===== src/pkg/dma_start_pkg.sv =====
/*
 * Shared constants and types for the bus-master start/stall/abort block.
 * Assumes a single PCI clock domain; PCI control pins are active low.
 */
package dma_start_pkg;
    // ------------------------------------------------------------
    // timing and default sizes
    // ------------------------------------------------------------
    localparam int          CLK_PERIOD_NS   = 10;
    localparam int          FRAME_LIMIT_CLK = 16;
    localparam int          DATA_W_DEF      = 32;
    localparam int          FIFO_DEPTH_DEF  = 4;

    typedef enum logic [2:0] {
        ST_IDLE,
        ST_FETCH,
        ST_REQ,
        ST_HOLD,
        ST_FRAME,
        ST_DATA
    } master_state_t;

    // pins driven toward the PCI bus
    typedef struct packed {
        logic reqn;
        logic framen;
        logic irdyn;
    } pci_master_out_t;

    // strobes toward the backend, except abort_stb, which reaches no output port
    typedef struct packed {
        logic begin_stb;
        logic end_stb;
        logic abort_stb;
    } backend_evt_t;
endpackage


===== src/rtl/dma_start_ctrl.sv =====
/*
 * Bus-master start sequencer: request, hold-off by the backend, abort on
 * lost grant, retry, and optional reuse of fetched data (recovery mode).
 * Assumes PCI pins sampled synchronously to ref_clk_i; active-low pins.
 */
// What this block does
// - while start-hold is asserted, keep the bus idle, no FRAMEN after grant.
// - grant lost during delayed start ends the cycle and pulses transfer end.
// - grant removed while framing waits on start-hold aborts the pending DMA cycle.
// - after abort, start the same cycle again when grant returns.
// - on restart, fetch the backend data again.
// - in FIFO recovery mode, reuse held data instead of refetching.
// - after abort, keep REQN asserted until FRAMEN is finally driven.
// - FRAMEN asserted at the first edge with GNTN low and start-hold low, once the burst is fetched.
module dma_start_ctrl
    import dma_start_pkg::*;
#(
    parameter int DATA_W     = DATA_W_DEF,
    parameter int FIFO_DEPTH = FIFO_DEPTH_DEF,
    parameter int BURST_LEN  = FIFO_DEPTH_DEF
) (
    input  wire logic              ref_clk_i,
    input  wire logic              rst_n_i,
    input  wire logic              dma_go_i,
    input  wire logic              fifo_recovery_i,
    input  wire logic              start_hold_i,
    input  wire logic              gntn_i,
    input  wire logic              trdyn_i,
    input  wire logic              be_valid_i,
    output logic                   be_ready_o,
    input  wire logic [DATA_W-1:0] be_data_i,
    output logic                   reqn_o,
    output logic                   framen_o,
    output logic                   irdyn_o,
    output logic [DATA_W-1:0]      ad_o,
    output logic                   transfer_begin_strobe_o,
    output logic                   transfer_end_strobe_o,
    output logic                   busy_o
);
    // ------------------------------------------------------------
    // parameter checks
    // ------------------------------------------------------------
    // the whole burst is prefetched, so it must fit the fifo
    if (BURST_LEN < 1 || BURST_LEN > FIFO_DEPTH) begin
        $error("burst must fit the fifo");
    end

    localparam int CW = $clog2(FIFO_DEPTH + 1);
    localparam logic [CW-1:0] BURST_CNT = CW'(BURST_LEN);

    // ------------------------------------------------------------
    // state and registers
    // ------------------------------------------------------------
    master_state_t   state_reg;
    master_state_t   state_next;
    pci_master_out_t pin_reg;
    pci_master_out_t pin_next;
    backend_evt_t    evt_reg;
    backend_evt_t    evt_next;
    logic [CW-1:0]   fetched_reg;
    logic [CW-1:0]   fetched_next;
    logic [CW-1:0]   sent_reg;
    logic [CW-1:0]   sent_next;
    logic [DATA_W-1:0] ad_reg;
    logic            be_ready_reg;
    // registered so the pin carries no decode glitch
    logic            busy_reg;

    // ------------------------------------------------------------
    // data path
    // ------------------------------------------------------------
    wire             granted   = !gntn_i;
    wire             fifo_in_ready;
    wire             fifo_out_valid;
    wire [DATA_W-1:0] fifo_out_data;
    wire             fetching  = (state_reg == ST_FETCH) && (fetched_reg != BURST_CNT);
    wire             fetch_push = fetching && be_valid_i && fifo_in_ready;
    wire             data_phase = (state_reg == ST_DATA);
    wire             beat_done  = data_phase && !pin_reg.irdyn && !trdyn_i;
    wire             last_beat  = beat_done && (sent_reg + 1'b1 == BURST_CNT);
    // ad is the output stage: a word leaves the fifo when it goes on the bus
    wire             load_ad    = (state_reg == ST_FRAME) || (beat_done && !last_beat);
    wire             pop        = load_ad && fifo_out_valid;
    wire [DATA_W-1:0] ad_next   = load_ad ? fifo_out_data : ad_reg;
    wire             frame_go   = granted && !start_hold_i;
    // only a grant lost after it was seen aborts; waiting in REQ must not
    // flush, or the prefetched words would be lost before framing
    wire             abort_now  = (state_reg == ST_HOLD) && !granted;
    // without recovery the held words are dropped and refetched
    wire             flush      = abort_now && !fifo_recovery_i;

    dma_fifo #(
        .WIDTH (DATA_W),
        .DEPTH (FIFO_DEPTH)
    ) u_fifo (
        .ref_clk_i   (ref_clk_i),
        .rst_n_i     (rst_n_i),
        .flush_i     (flush),
        .in_valid_i  (fetching && be_valid_i),
        .in_ready_o  (fifo_in_ready),
        .in_data_i   (be_data_i),
        .out_valid_o (fifo_out_valid),
        .out_ready_i (pop),
        .out_data_o  (fifo_out_data)
    );

    // ------------------------------------------------------------
    // sequencer
    // ------------------------------------------------------------
    always_comb begin
        state_next   = state_reg;
        pin_next     = '{reqn: 1'b1, framen: 1'b1, irdyn: 1'b1};
        evt_next     = '0;
        fetched_next = fetch_push ? fetched_reg + 1'b1 : fetched_reg;
        sent_next    = sent_reg;
        unique case (state_reg)
            ST_IDLE: begin
                fetched_next = '0;
                if (dma_go_i) begin
                    state_next         = ST_FETCH;
                    evt_next.begin_stb = 1'b1;
                end
            end
            ST_FETCH: begin
                // a refetch after an abort keeps the request up
                pin_next.reqn = pin_reg.reqn;
                if (fetched_next == BURST_CNT) begin
                    state_next   = ST_REQ;
                    pin_next.reqn = 1'b0;
                end
            end
            ST_REQ: begin
                pin_next.reqn = 1'b0;
                if (frame_go) begin
                    // grant and no hold at one edge: frame at once
                    state_next      = ST_FRAME;
                    pin_next.framen = 1'b0;
                    pin_next.reqn   = 1'b1;
                    sent_next       = '0;
                end else if (granted) begin
                    state_next = ST_HOLD;
                end
            end
            ST_HOLD: begin
                pin_next.reqn = 1'b0;
                if (!granted) begin
                    // grant lost before framing: abort, then retry
                    evt_next.end_stb   = 1'b1;
                    evt_next.abort_stb = 1'b1;
                    if (fifo_recovery_i) begin
                        state_next = ST_REQ;
                    end else begin
                        state_next   = ST_FETCH;
                        fetched_next = '0;
                    end
                end else if (frame_go) begin
                    // first edge with hold low and grant present
                    state_next      = ST_FRAME;
                    pin_next.framen = 1'b0;
                    pin_next.reqn   = 1'b1;
                    sent_next       = '0;
                end
                // hold asserted: bus stays idle, no FRAMEN
            end
            ST_FRAME: begin
                state_next      = ST_DATA;
                pin_next.irdyn  = 1'b0;
                pin_next.framen = (BURST_CNT == CW'(1));
            end
            ST_DATA: begin
                pin_next.irdyn  = 1'b0;
                pin_next.framen = pin_reg.framen;
                if (beat_done) begin
                    sent_next = sent_reg + 1'b1;
                    if (sent_reg + 1'b1 == BURST_CNT - 1'b1) pin_next.framen = 1'b1;
                    if (sent_reg + 1'b1 == BURST_CNT) begin
                        state_next       = ST_IDLE;
                        pin_next         = '{reqn: 1'b1, framen: 1'b1, irdyn: 1'b1};
                        evt_next.end_stb = 1'b1;
                    end
                end
            end
            default: state_next = ST_IDLE;
        endcase
    end

    always_ff @(posedge ref_clk_i or negedge rst_n_i) begin
        if (!rst_n_i) begin
            state_reg    <= ST_IDLE;
            pin_reg      <= '{reqn: 1'b1, framen: 1'b1, irdyn: 1'b1};
            evt_reg      <= '0;
            fetched_reg  <= '0;
            sent_reg     <= '0;
            ad_reg       <= '0;
            be_ready_reg <= 1'b0;
            busy_reg     <= 1'b0;
        end else begin
            state_reg    <= state_next;
            pin_reg      <= pin_next;
            evt_reg      <= evt_next;
            fetched_reg  <= fetched_next;
            sent_reg     <= sent_next;
            ad_reg       <= ad_next;
            be_ready_reg <= (state_next == ST_FETCH) && (fetched_next != BURST_CNT);
            busy_reg     <= (state_next != ST_IDLE);
        end
    end

    // ------------------------------------------------------------
    // outputs
    // ------------------------------------------------------------
    assign reqn_o                  = pin_reg.reqn;
    assign framen_o                = pin_reg.framen;
    assign irdyn_o                 = pin_reg.irdyn;
    assign ad_o                    = ad_reg;
    assign transfer_begin_strobe_o = evt_reg.begin_stb;
    assign transfer_end_strobe_o   = evt_reg.end_stb;
    assign be_ready_o              = be_ready_reg;
    assign busy_o                  = busy_reg;
endmodule


===== src/rtl/dma_fifo.sv =====
/*
 * Small synchronous FIFO with valid/ready on both sides and a flush.
 * Assumes one clock and an active-low asynchronous reset.
 */
module dma_fifo
    import dma_start_pkg::*;
#(
    parameter int WIDTH = DATA_W_DEF,
    parameter int DEPTH = FIFO_DEPTH_DEF
) (
    input  wire logic             ref_clk_i,
    input  wire logic             rst_n_i,
    input  wire logic             flush_i,
    input  wire logic             in_valid_i,
    output logic                  in_ready_o,
    input  wire logic [WIDTH-1:0] in_data_i,
    output logic                  out_valid_o,
    input  wire logic             out_ready_i,
    output logic [WIDTH-1:0]      out_data_o
);
    localparam int AW = $clog2(DEPTH);

    // pointer wrap relies on a power-of-two depth
    if (DEPTH < 2 || (1 << AW) != DEPTH) begin
        $error("depth must be a power of two >= 2");
    end

    localparam logic [AW:0] FULL_LEVEL = (AW + 1)'(DEPTH);

    logic [WIDTH-1:0] mem_reg [DEPTH];
    logic [AW:0]      wr_ptr_reg;
    logic [AW:0]      rd_ptr_reg;
    wire              push  = in_valid_i && in_ready_o;
    wire              pop   = out_valid_o && out_ready_i;
    wire [AW:0]       level = wr_ptr_reg - rd_ptr_reg;

    assign in_ready_o  = (level != FULL_LEVEL) && !flush_i;
    assign out_valid_o = (level != '0);
    assign out_data_o  = mem_reg[rd_ptr_reg[AW-1:0]];

    always_ff @(posedge ref_clk_i) begin
        if (push) mem_reg[wr_ptr_reg[AW-1:0]] <= in_data_i;
    end

    always_ff @(posedge ref_clk_i or negedge rst_n_i) begin
        if (!rst_n_i) begin
            wr_ptr_reg <= '0;
            rd_ptr_reg <= '0;
        end else if (flush_i) begin
            wr_ptr_reg <= '0;
            rd_ptr_reg <= '0;
        end else begin
            if (push) wr_ptr_reg <= wr_ptr_reg + 1'b1;
            if (pop)  rd_ptr_reg <= rd_ptr_reg + 1'b1;
        end
    end
endmodule


===== config.mk =====
export PLATFORM = sky130hd
export DESIGN_NAME = dma_start_ctrl
export DESIGN_NICKNAME = d
export VERILOG_FILES = /design/src/pkg/dma_start_pkg.sv /design/src/rtl/dma_start_ctrl.sv /design/src/rtl/dma_fifo.sv
export SDC_FILE = /design/constraint.sdc
export NUM_CORES = 1
export LEC_CHECK = 0
export BUFFER_PORTS_ARGS = -buffer_cell sky130_fd_sc_hd__buf_4
export CAP_MARGIN = 15
export CORE_AREA = 2 2 147 149
export DETAILED_ROUTE_END_ITERATION = 6
export DIE_AREA = 0 0 149 151
export GPL_ROUTABILITY_DRIVEN = 1
export PLACE_DENSITY = 0.57
export SLEW_MARGIN = 15
export SYNTH_ARGS = -nofsm -noshare
export SYNTH_HDL_FRONTEND = slang
export SYNTH_HIERARCHICAL = 1
export SYNTH_SLANG_ARGS = --single-unit

===== constraint.sdc =====
create_clock -name ref_clk_i -period 3 [get_ports ref_clk_i]
set_clock_uncertainty 0.1 [all_clocks]
set_input_delay 0.45 -clock ref_clk_i [delete_from_list [all_inputs] [get_ports ref_clk_i]]
set_output_delay 0.45 -clock ref_clk_i [all_outputs]
set_load 0.02 [all_outputs]

# Word level (Yosys, flattened, before mapping)
# Memory sizes are Yosys's and may differ from the RTL's. A register that Yosys moved wholly into a read port is not among the register bits.
# Index checks and enable logic that the tools add are counted.
totals:
  register_bits: 22
  latch_bits: 0
  ramBits: 128
  romBits: 0
  inputBits: 40
  output_inout_bits: 39
  word_cells: 104
  memories: 1
mem_list:
  columns: ["memory", "depth", "width", "rd", "rd_ports_with_merged_regs", "wr", "line_no", "rtl"]
  rows:
  - ["u_fifo.mem_reg", 4, 32, 1, 1, 1, "dma_fifo.sv:30", "logic [WIDTH-1:0] mem_reg [DEPTH];"]
op_classes:
  add_sub_neg: 5
  n_mul: 0
  n_div: 0
  magnitude_cmp: 0
  eq_ne: 16
  n_shift: 0
  mux: 39
  bitwise: 0
  reduce_logical: 31
op_table:
  columns: ["operator", "count"]
  rows:
  - ["$mux 3", 18]
  - ["$pmux 3 s6", 1]
  - ["$logic_and 1x1->1", 14]
  - ["$add 3x1->3 const B", 4]
  - ["$eq 3x3->1 const B", 4]
  - ["$mux 2", 6]
  - ["$eq 3x2->1 const B", 3]
  - ["$ne 3x3->1 const B", 3]
  - ["$pmux 3 s3", 1]
  - ["$reduce_bool 3->1", 3]
  - ["$logic_not 1->1", 8]
  - ["$mux 1", 8]
  - ["$pmux 1 s4", 2]
  - ["$eq 3x1->1 const B", 2]
  - ["$pmux 3 s2", 1]
  - ["$ne 2x1->1 const B", 2]
  - ["$pmux 1 s2", 2]
  - ["$reduce_bool 2->1", 2]
  - ["$logic_not 3->1", 1]
  - ["$ne 3x1->1 const B", 1]
  - ["$reduce_and 3->1", 1]
  - ["$sub 3x3->3", 1]
  - ["$ne 2x2->1 const B", 1]
  - ["$reduce_and 2->1", 1]
  - ["$logic_or 1x1->1", 1]

# Longest topological paths before layout
depth:
  word_depth: 12
  mapped_depth: 12
  ltp_nobuf: 10

# Modules after synthesis
# The synthesis kept the hierarchy.
by_module_without_submodules:
  columns: ["mod", "instances", "cells_per_inst", "area_per_inst_um2", "seq_area_each_um2"]
  rows:
  - ["dma_fifo", 1, 220, 5097.4, 3993.8]
  - ["dma_start_ctrl", 1, 162, 2152.1, 1204.9]

# Worst setup path after synthesis
# OpenSTA, ideal clock, no wires.
synth_path:
  path_type: "reg-to-reg"
  start: "register u_fifo.rd_ptr_reg[1]"
  end: "memory u_fifo/mem_reg[0][0] in the netlist's numbering (enable)"
  setup_time_ns: 0.392
  arrival_time_ns: 2.548
  required_time_ns: 2.508
  path_slack_ns: -0.040
  stages_incl_launch_ff: 9
  n_path_buf: 2
  period_less_slack_ns: 3.040
  path_cell_list: "dfrtp_1 clkbuf_1 clkbuf_1 inv_1 ha_1 nor2b_1 xnor2_2 o21a_4 and3_1"
synth_between:
  elab_chain_cells: 6
synth_lines:
  columns: ["element", "line_no", "rtl"]
  rows:
  - ["start, declared", "dma_fifo.sv:32", "logic [AW:0] rd_ptr_reg;"]
  - ["start signal, assigned", "dma_fifo.sv:54", "if (pop) rd_ptr_reg <= rd_ptr_reg + 1'b1;"]
  - ["$sub 3x3->3", "dma_fifo.sv:35", "wire [AW:0] level = wr_ptr_reg - rd_ptr_reg;"]
  - ["$ne 3x3->1", "dma_fifo.sv:37", "assign in_ready_o = (level != FULL_LEVEL) && !flush_i;"]
  - ["$logic_and 1x1->1", "dma_fifo.sv:37", null]
  - ["$logic_and 1x1->1", "dma_fifo.sv:33", "wire push = in_valid_i && in_ready_o;"]
  - ["$mux 1", "dma_fifo.sv:42", "if (push) mem_reg[wr_ptr_reg[AW-1:0]] <= in_data_i;"]
  - ["$mux 1 (implied by the code)", "dma_fifo.sv:42", null]
  - ["end, declared", "dma_fifo.sv:30", null]
# Every way passes these cells.

# Worst setup path after layout
layout_path:
  start: "register u_fifo.wr_ptr_reg[0]"
  end: "register be_ready_reg (netlist: be_ready_o)"
layout_between:
  elab_chain_cells: 10
  word_cells_on_any_way: 14
  classes_between: "add/sub (1); eq/ne (4); mux (6); reduce/logical (3)"
layout_lines:
  columns: ["element", "line_no", "rtl"]
  rows:
  - ["start, declared", "dma_fifo.sv:31", "logic [AW:0] wr_ptr_reg;"]
  - ["start signal, assigned", "dma_fifo.sv:53", "if (push) wr_ptr_reg <= wr_ptr_reg + 1'b1;"]
  - ["$sub 3x3->3 (*)", "dma_fifo.sv:35", null]
  - ["$ne 3x3->1 (*)", "dma_fifo.sv:37", null]
  - ["$logic_and 1x1->1 (*)", "dma_fifo.sv:37", null]
  - ["named net fifo_in_ready", "dma_start_ctrl.sv:73", "wire fifo_in_ready;"]
  - ["$logic_and 1x1->1 (*)", "dma_start_ctrl.sv:77", "wire fetch_push = fetching && be_valid_i && fifo_in_ready;"]
  - ["$mux 3 (*)", "dma_start_ctrl.sv:114", "fetched_next = fetch_push ? fetched_reg + 1'b1 : fetched_reg;"]
  - ["$eq 3x3->1 or $mux 3 (tied branches)", "dma_start_ctrl.sv:127, dma_start_ctrl.sv:150", null]
  - ["$mux 3, on equally long branches", "dma_start_ctrl.sv:127, dma_start_ctrl.sv:146", null]
  - ["$pmux 3 s6 or $pmux 3 s2 (tied branches)", "dma_start_ctrl.sv:116", "unique case (state_reg)"]
  - ["$eq 3x1->1 or $ne 3x3->1 (tied branches)", "dma_start_ctrl.sv:204", "be_ready_reg <= (state_next == ST_FETCH) && (fetched_next != BURST_CNT);"]
  - ["$logic_and 1x1->1 (*)", "dma_start_ctrl.sv:204", null]
  - ["end signal, assigned", "dma_start_ctrl.sv:204", null]
  - ["end, declared", "dma_start_ctrl.sv:65", "logic be_ready_reg;"]
# Mark *: on every way through the listed nets, which the timed path passes. The rest lies on a longest branch.
# A chain may end at the register's enable or synchronous reset.

==> impl_metrics.json <==
{
  "synth_warnings": 6,
  "coreArea_um2": 20800,
  "cts_hold_buf": 0,
  "rr_worst_depth": 10,
  "critical_path.max_fanout": 7,
  "reg2reg_from": "u_fifo/wr_ptr_reg[0]$_DFFE_PN0P_",
  "yosys.area.top_type": "edfxtp_1",
  "synth_flop_cell": "edfxtp_1",
  "violations": "hold timing",
  "synth_top_area_share": 0.530,
  "critical_path_required_ns": 3.21,
  "max-slew-margin-rel": 0.499,
  "cp-end-kind": "flop",
  "synth_most_common_cell": "edfxtp_1",
  "pwr_density_cell_nw_per_um2": 1010,
  "grt_pass1_wl_um": 21500,
  "comb_power_share": 0.345,
  "htree_levels": 4,
  "slowest_stage": "dfrtp_1",
  "rows": 53,
  "nets": 528,
  "max_freq_ghz": 0.398,
  "insertion_delay_ns": 0.43,
  "cts_tree": "done",
  "track_usage": 0.130,
  "place.detailed.hpwl_um": 8530,
  "fin_setup_tns_ns": 0,
  "cp_common_cell": "nor2_1",
  "die-area_um2": 22500,
  "maxCapViolCount": 0,
  "cts_setup_buffers": 0,
  "start_kind": "flop",
  "p_sw_frac": 0.319,
  "seq_area_frac_synth": 0.717,
  "stdcell_area_um2": 8780,
  "yosys-top-cells-count": "128 x edfxtp_1, 51 x dfrtp_1, 32 x mux2_2, 32 x mux4_2, 16 x nor2_1",
  "ir_worst_vdd_v": 0.000432,
  "grt_overflow": 0,
  "cts.path.max_buffers": 2,
  "cts_buffers": 17,
  "worstMarginPinSlew_ns": 0.752,
  "grt_max_degree": 55,
  "clock-root-buffer": "clkbuf_16",
  "power_frac_seq": 0.422,
  "synth_area_leaders": "edfxtp_1 53%, dfrtp_1 18%, mux4_2 9.9%",
  "viasPerCell": 4.82,
  "p_int_mw": 6.06,
  "crit_type": "reg2reg",
  "rsz0062_at_grt": "no",
  "hold_slack_ns": -0.0153,
  "rrSetupSlack_ns": 0.49,
  "min_path_type": "in2async",
  "dr.pass1.iters": 4,
  "crit_arrival_ns": 2.73,
  "fp.dieW_um": 149,
  "netlist_instances": 382,
  "r2r-end": "be_ready_o$_DFF_PN0_",
  "drt_wl_total_um": 13700,
  "setup_viol": 0,
  "io_pins": 79,
  "clkTransAtPathRegs_ns": 0.07,
  "p_leak_nw": 3.25,
  "syn_avg_cell_area_um2": 19.0,
  "initial_utilization": 0.348,
  "clkSinkCount": 182,
  "antenna_cells": 0,
  "ys_seq_elements": 182,
  "drt-initial-drc-count": 238,
  "max_stage_delay_ns": 0.40,
  "io_buffers": 78,
  "finalHoldViolCount": 15,
  "ys_async_sr_fraction": 0.297,
  "largest_reg_flops": 128,
  "synth-edff-count": 128,
  "area_growth_pct": 21.1,
  "num_vias": 3665,
  "routedWlPerCell_um": 17.9,
  "synth_nets": 436,
  "drc": 0,
  "placed_area_um2": 8240,
  "grt_pass1_vias": 3896,
  "antenna_found_initial": 0,
  "drive_above_1_share": 0.414,
  "pwr-share-clk": 0.234,
  "status": "finished with violations",
  "die_y_um": 151,
  "utilization": 0.422,
  "path_cells": "inv_1 > ha_1 > nor2b_1 > xnor2_2 > nor2_1 > nor2_1 > nand4_4 > mux2i_4 > nand2_2 > a2111oi_2",
  "syn_area_um2": 7250,
  "cts-resized-gates": 0,
  "place.gp.congestion": 0.782,
  "period_needed_ns": 2.51,
  "p_sw_mw": 2.83,
  "final_max_slew_viol_count": 0,
  "ant_nets": 0,
  "finalCritPeriodShare": 0.838,
  "synthDistinctLibCells": 51
}
## routing by layer
metal  part of all wire  GRT usage  vias up
li1                   -          -     1662
met1               0.44      0.162     1926
met2               0.51      0.215       67
met3              0.046     0.0461       10
met4              0.010     0.0390        0
met5                  0          0        -
## power by group through the flow
stage / Clock [mW] / Combinational, mW / Sequential, mW
after CTS: 2.13 / 3.13 / 3.76
after global placement: 0 / 3.09 / 3.77
final: 2.08 / 3.06 / 3.75
after global routing: 2.24 / 3.33 / 3.84
after detailed placement: 0 / 3.12 / 3.81
after floorplan: 0 / 1.81 / 4.04
## final cells by class
class	count	area, um2
repair buffers	87	703
clock inverters	10	98.8
clock buffers	21	440
well taps	275	344
multi-input cells	173	1950
inverters	13	48.8
flip-flops and latches	182	5200
fillers	1882	12000
## critical path: cells and delay by family (launching register included)
kind / cells / cell delay, ns
buf+inv: 1 / 0.11
xor+xnor: 1 / 0.32
compound gates: 1 / 0.40
flops: 1 / 0.40
fa+ha+maj: 1 / 0.19
mux: 1 / 0.23
simple gates: 5 / 0.66
## through the flow
step                std cells  power [mW]  hold WS, ns  setup WS (ns)
floorplan                 382        5.85       0.0544          0.267
global placement          730        6.86        0.395          0.589
detailed placement        730        6.93        0.398          0.492
CTS                       761        9.02       0.0167          0.476
global route              761        9.41       0.0439          0.271
finish                    761        8.89      -0.0153          0.485
## layout by cell type, fill, tap and decap left out, drive strengths merged, types with 5 or more instances in the layout
| cell type | instances |
|---|---|
| and3 | 5 |
| buf | 87 |
| clkbuf | 21 |
| clkinv | 5 |
| dfrtp | 51 |
| edfxtp | 128 |
| ha | 14 |
| inv | 16 |
| mux2 | 36 |
| mux4 | 32 |
| nand2 | 10 |
| nor2 | 17 |
| o21ai | 5 |
## worst max-delay path by stage
stage	from	to	slack, ns	cells after the start
floorplan	u_fifo/rd_ptr_reg[1]$_DFFE_PN0P_	be_ready_o$_DFF_PN0_	0.27	12
global placement	u_fifo/wr_ptr_reg[0]$_DFFE_PN0P_	be_ready_o$_DFF_PN0_	0.59	10
detailed placement	u_fifo/wr_ptr_reg[0]$_DFFE_PN0P_	be_ready_o$_DFF_PN0_	0.49	10
CTS	u_fifo/wr_ptr_reg[0]$_DFFE_PN0P_	be_ready_o$_DFF_PN0_	0.48	10
global route	u_fifo/wr_ptr_reg[0]$_DFFE_PN0P_	be_ready_o$_DFF_PN0_	0.27	10
finish	u_fifo/wr_ptr_reg[0]$_DFFE_PN0P_	be_ready_o$_DFF_PN0_	0.49	10
## cell families (layout without fill, tap and decap cells)
kind of cell	after synthesis	in the layout	share of synthesized area
simple gates	56	56	0.0425
xor+xnor	6	6	0.00829
fa+ha+maj	14	14	0.0242
mux	72	72	0.163
compound gates	25	25	0.0286
flops	182	182	0.717
buf+inv	27	131	0.0162
No activity file was read; power rests on OpenSTA's default activity.
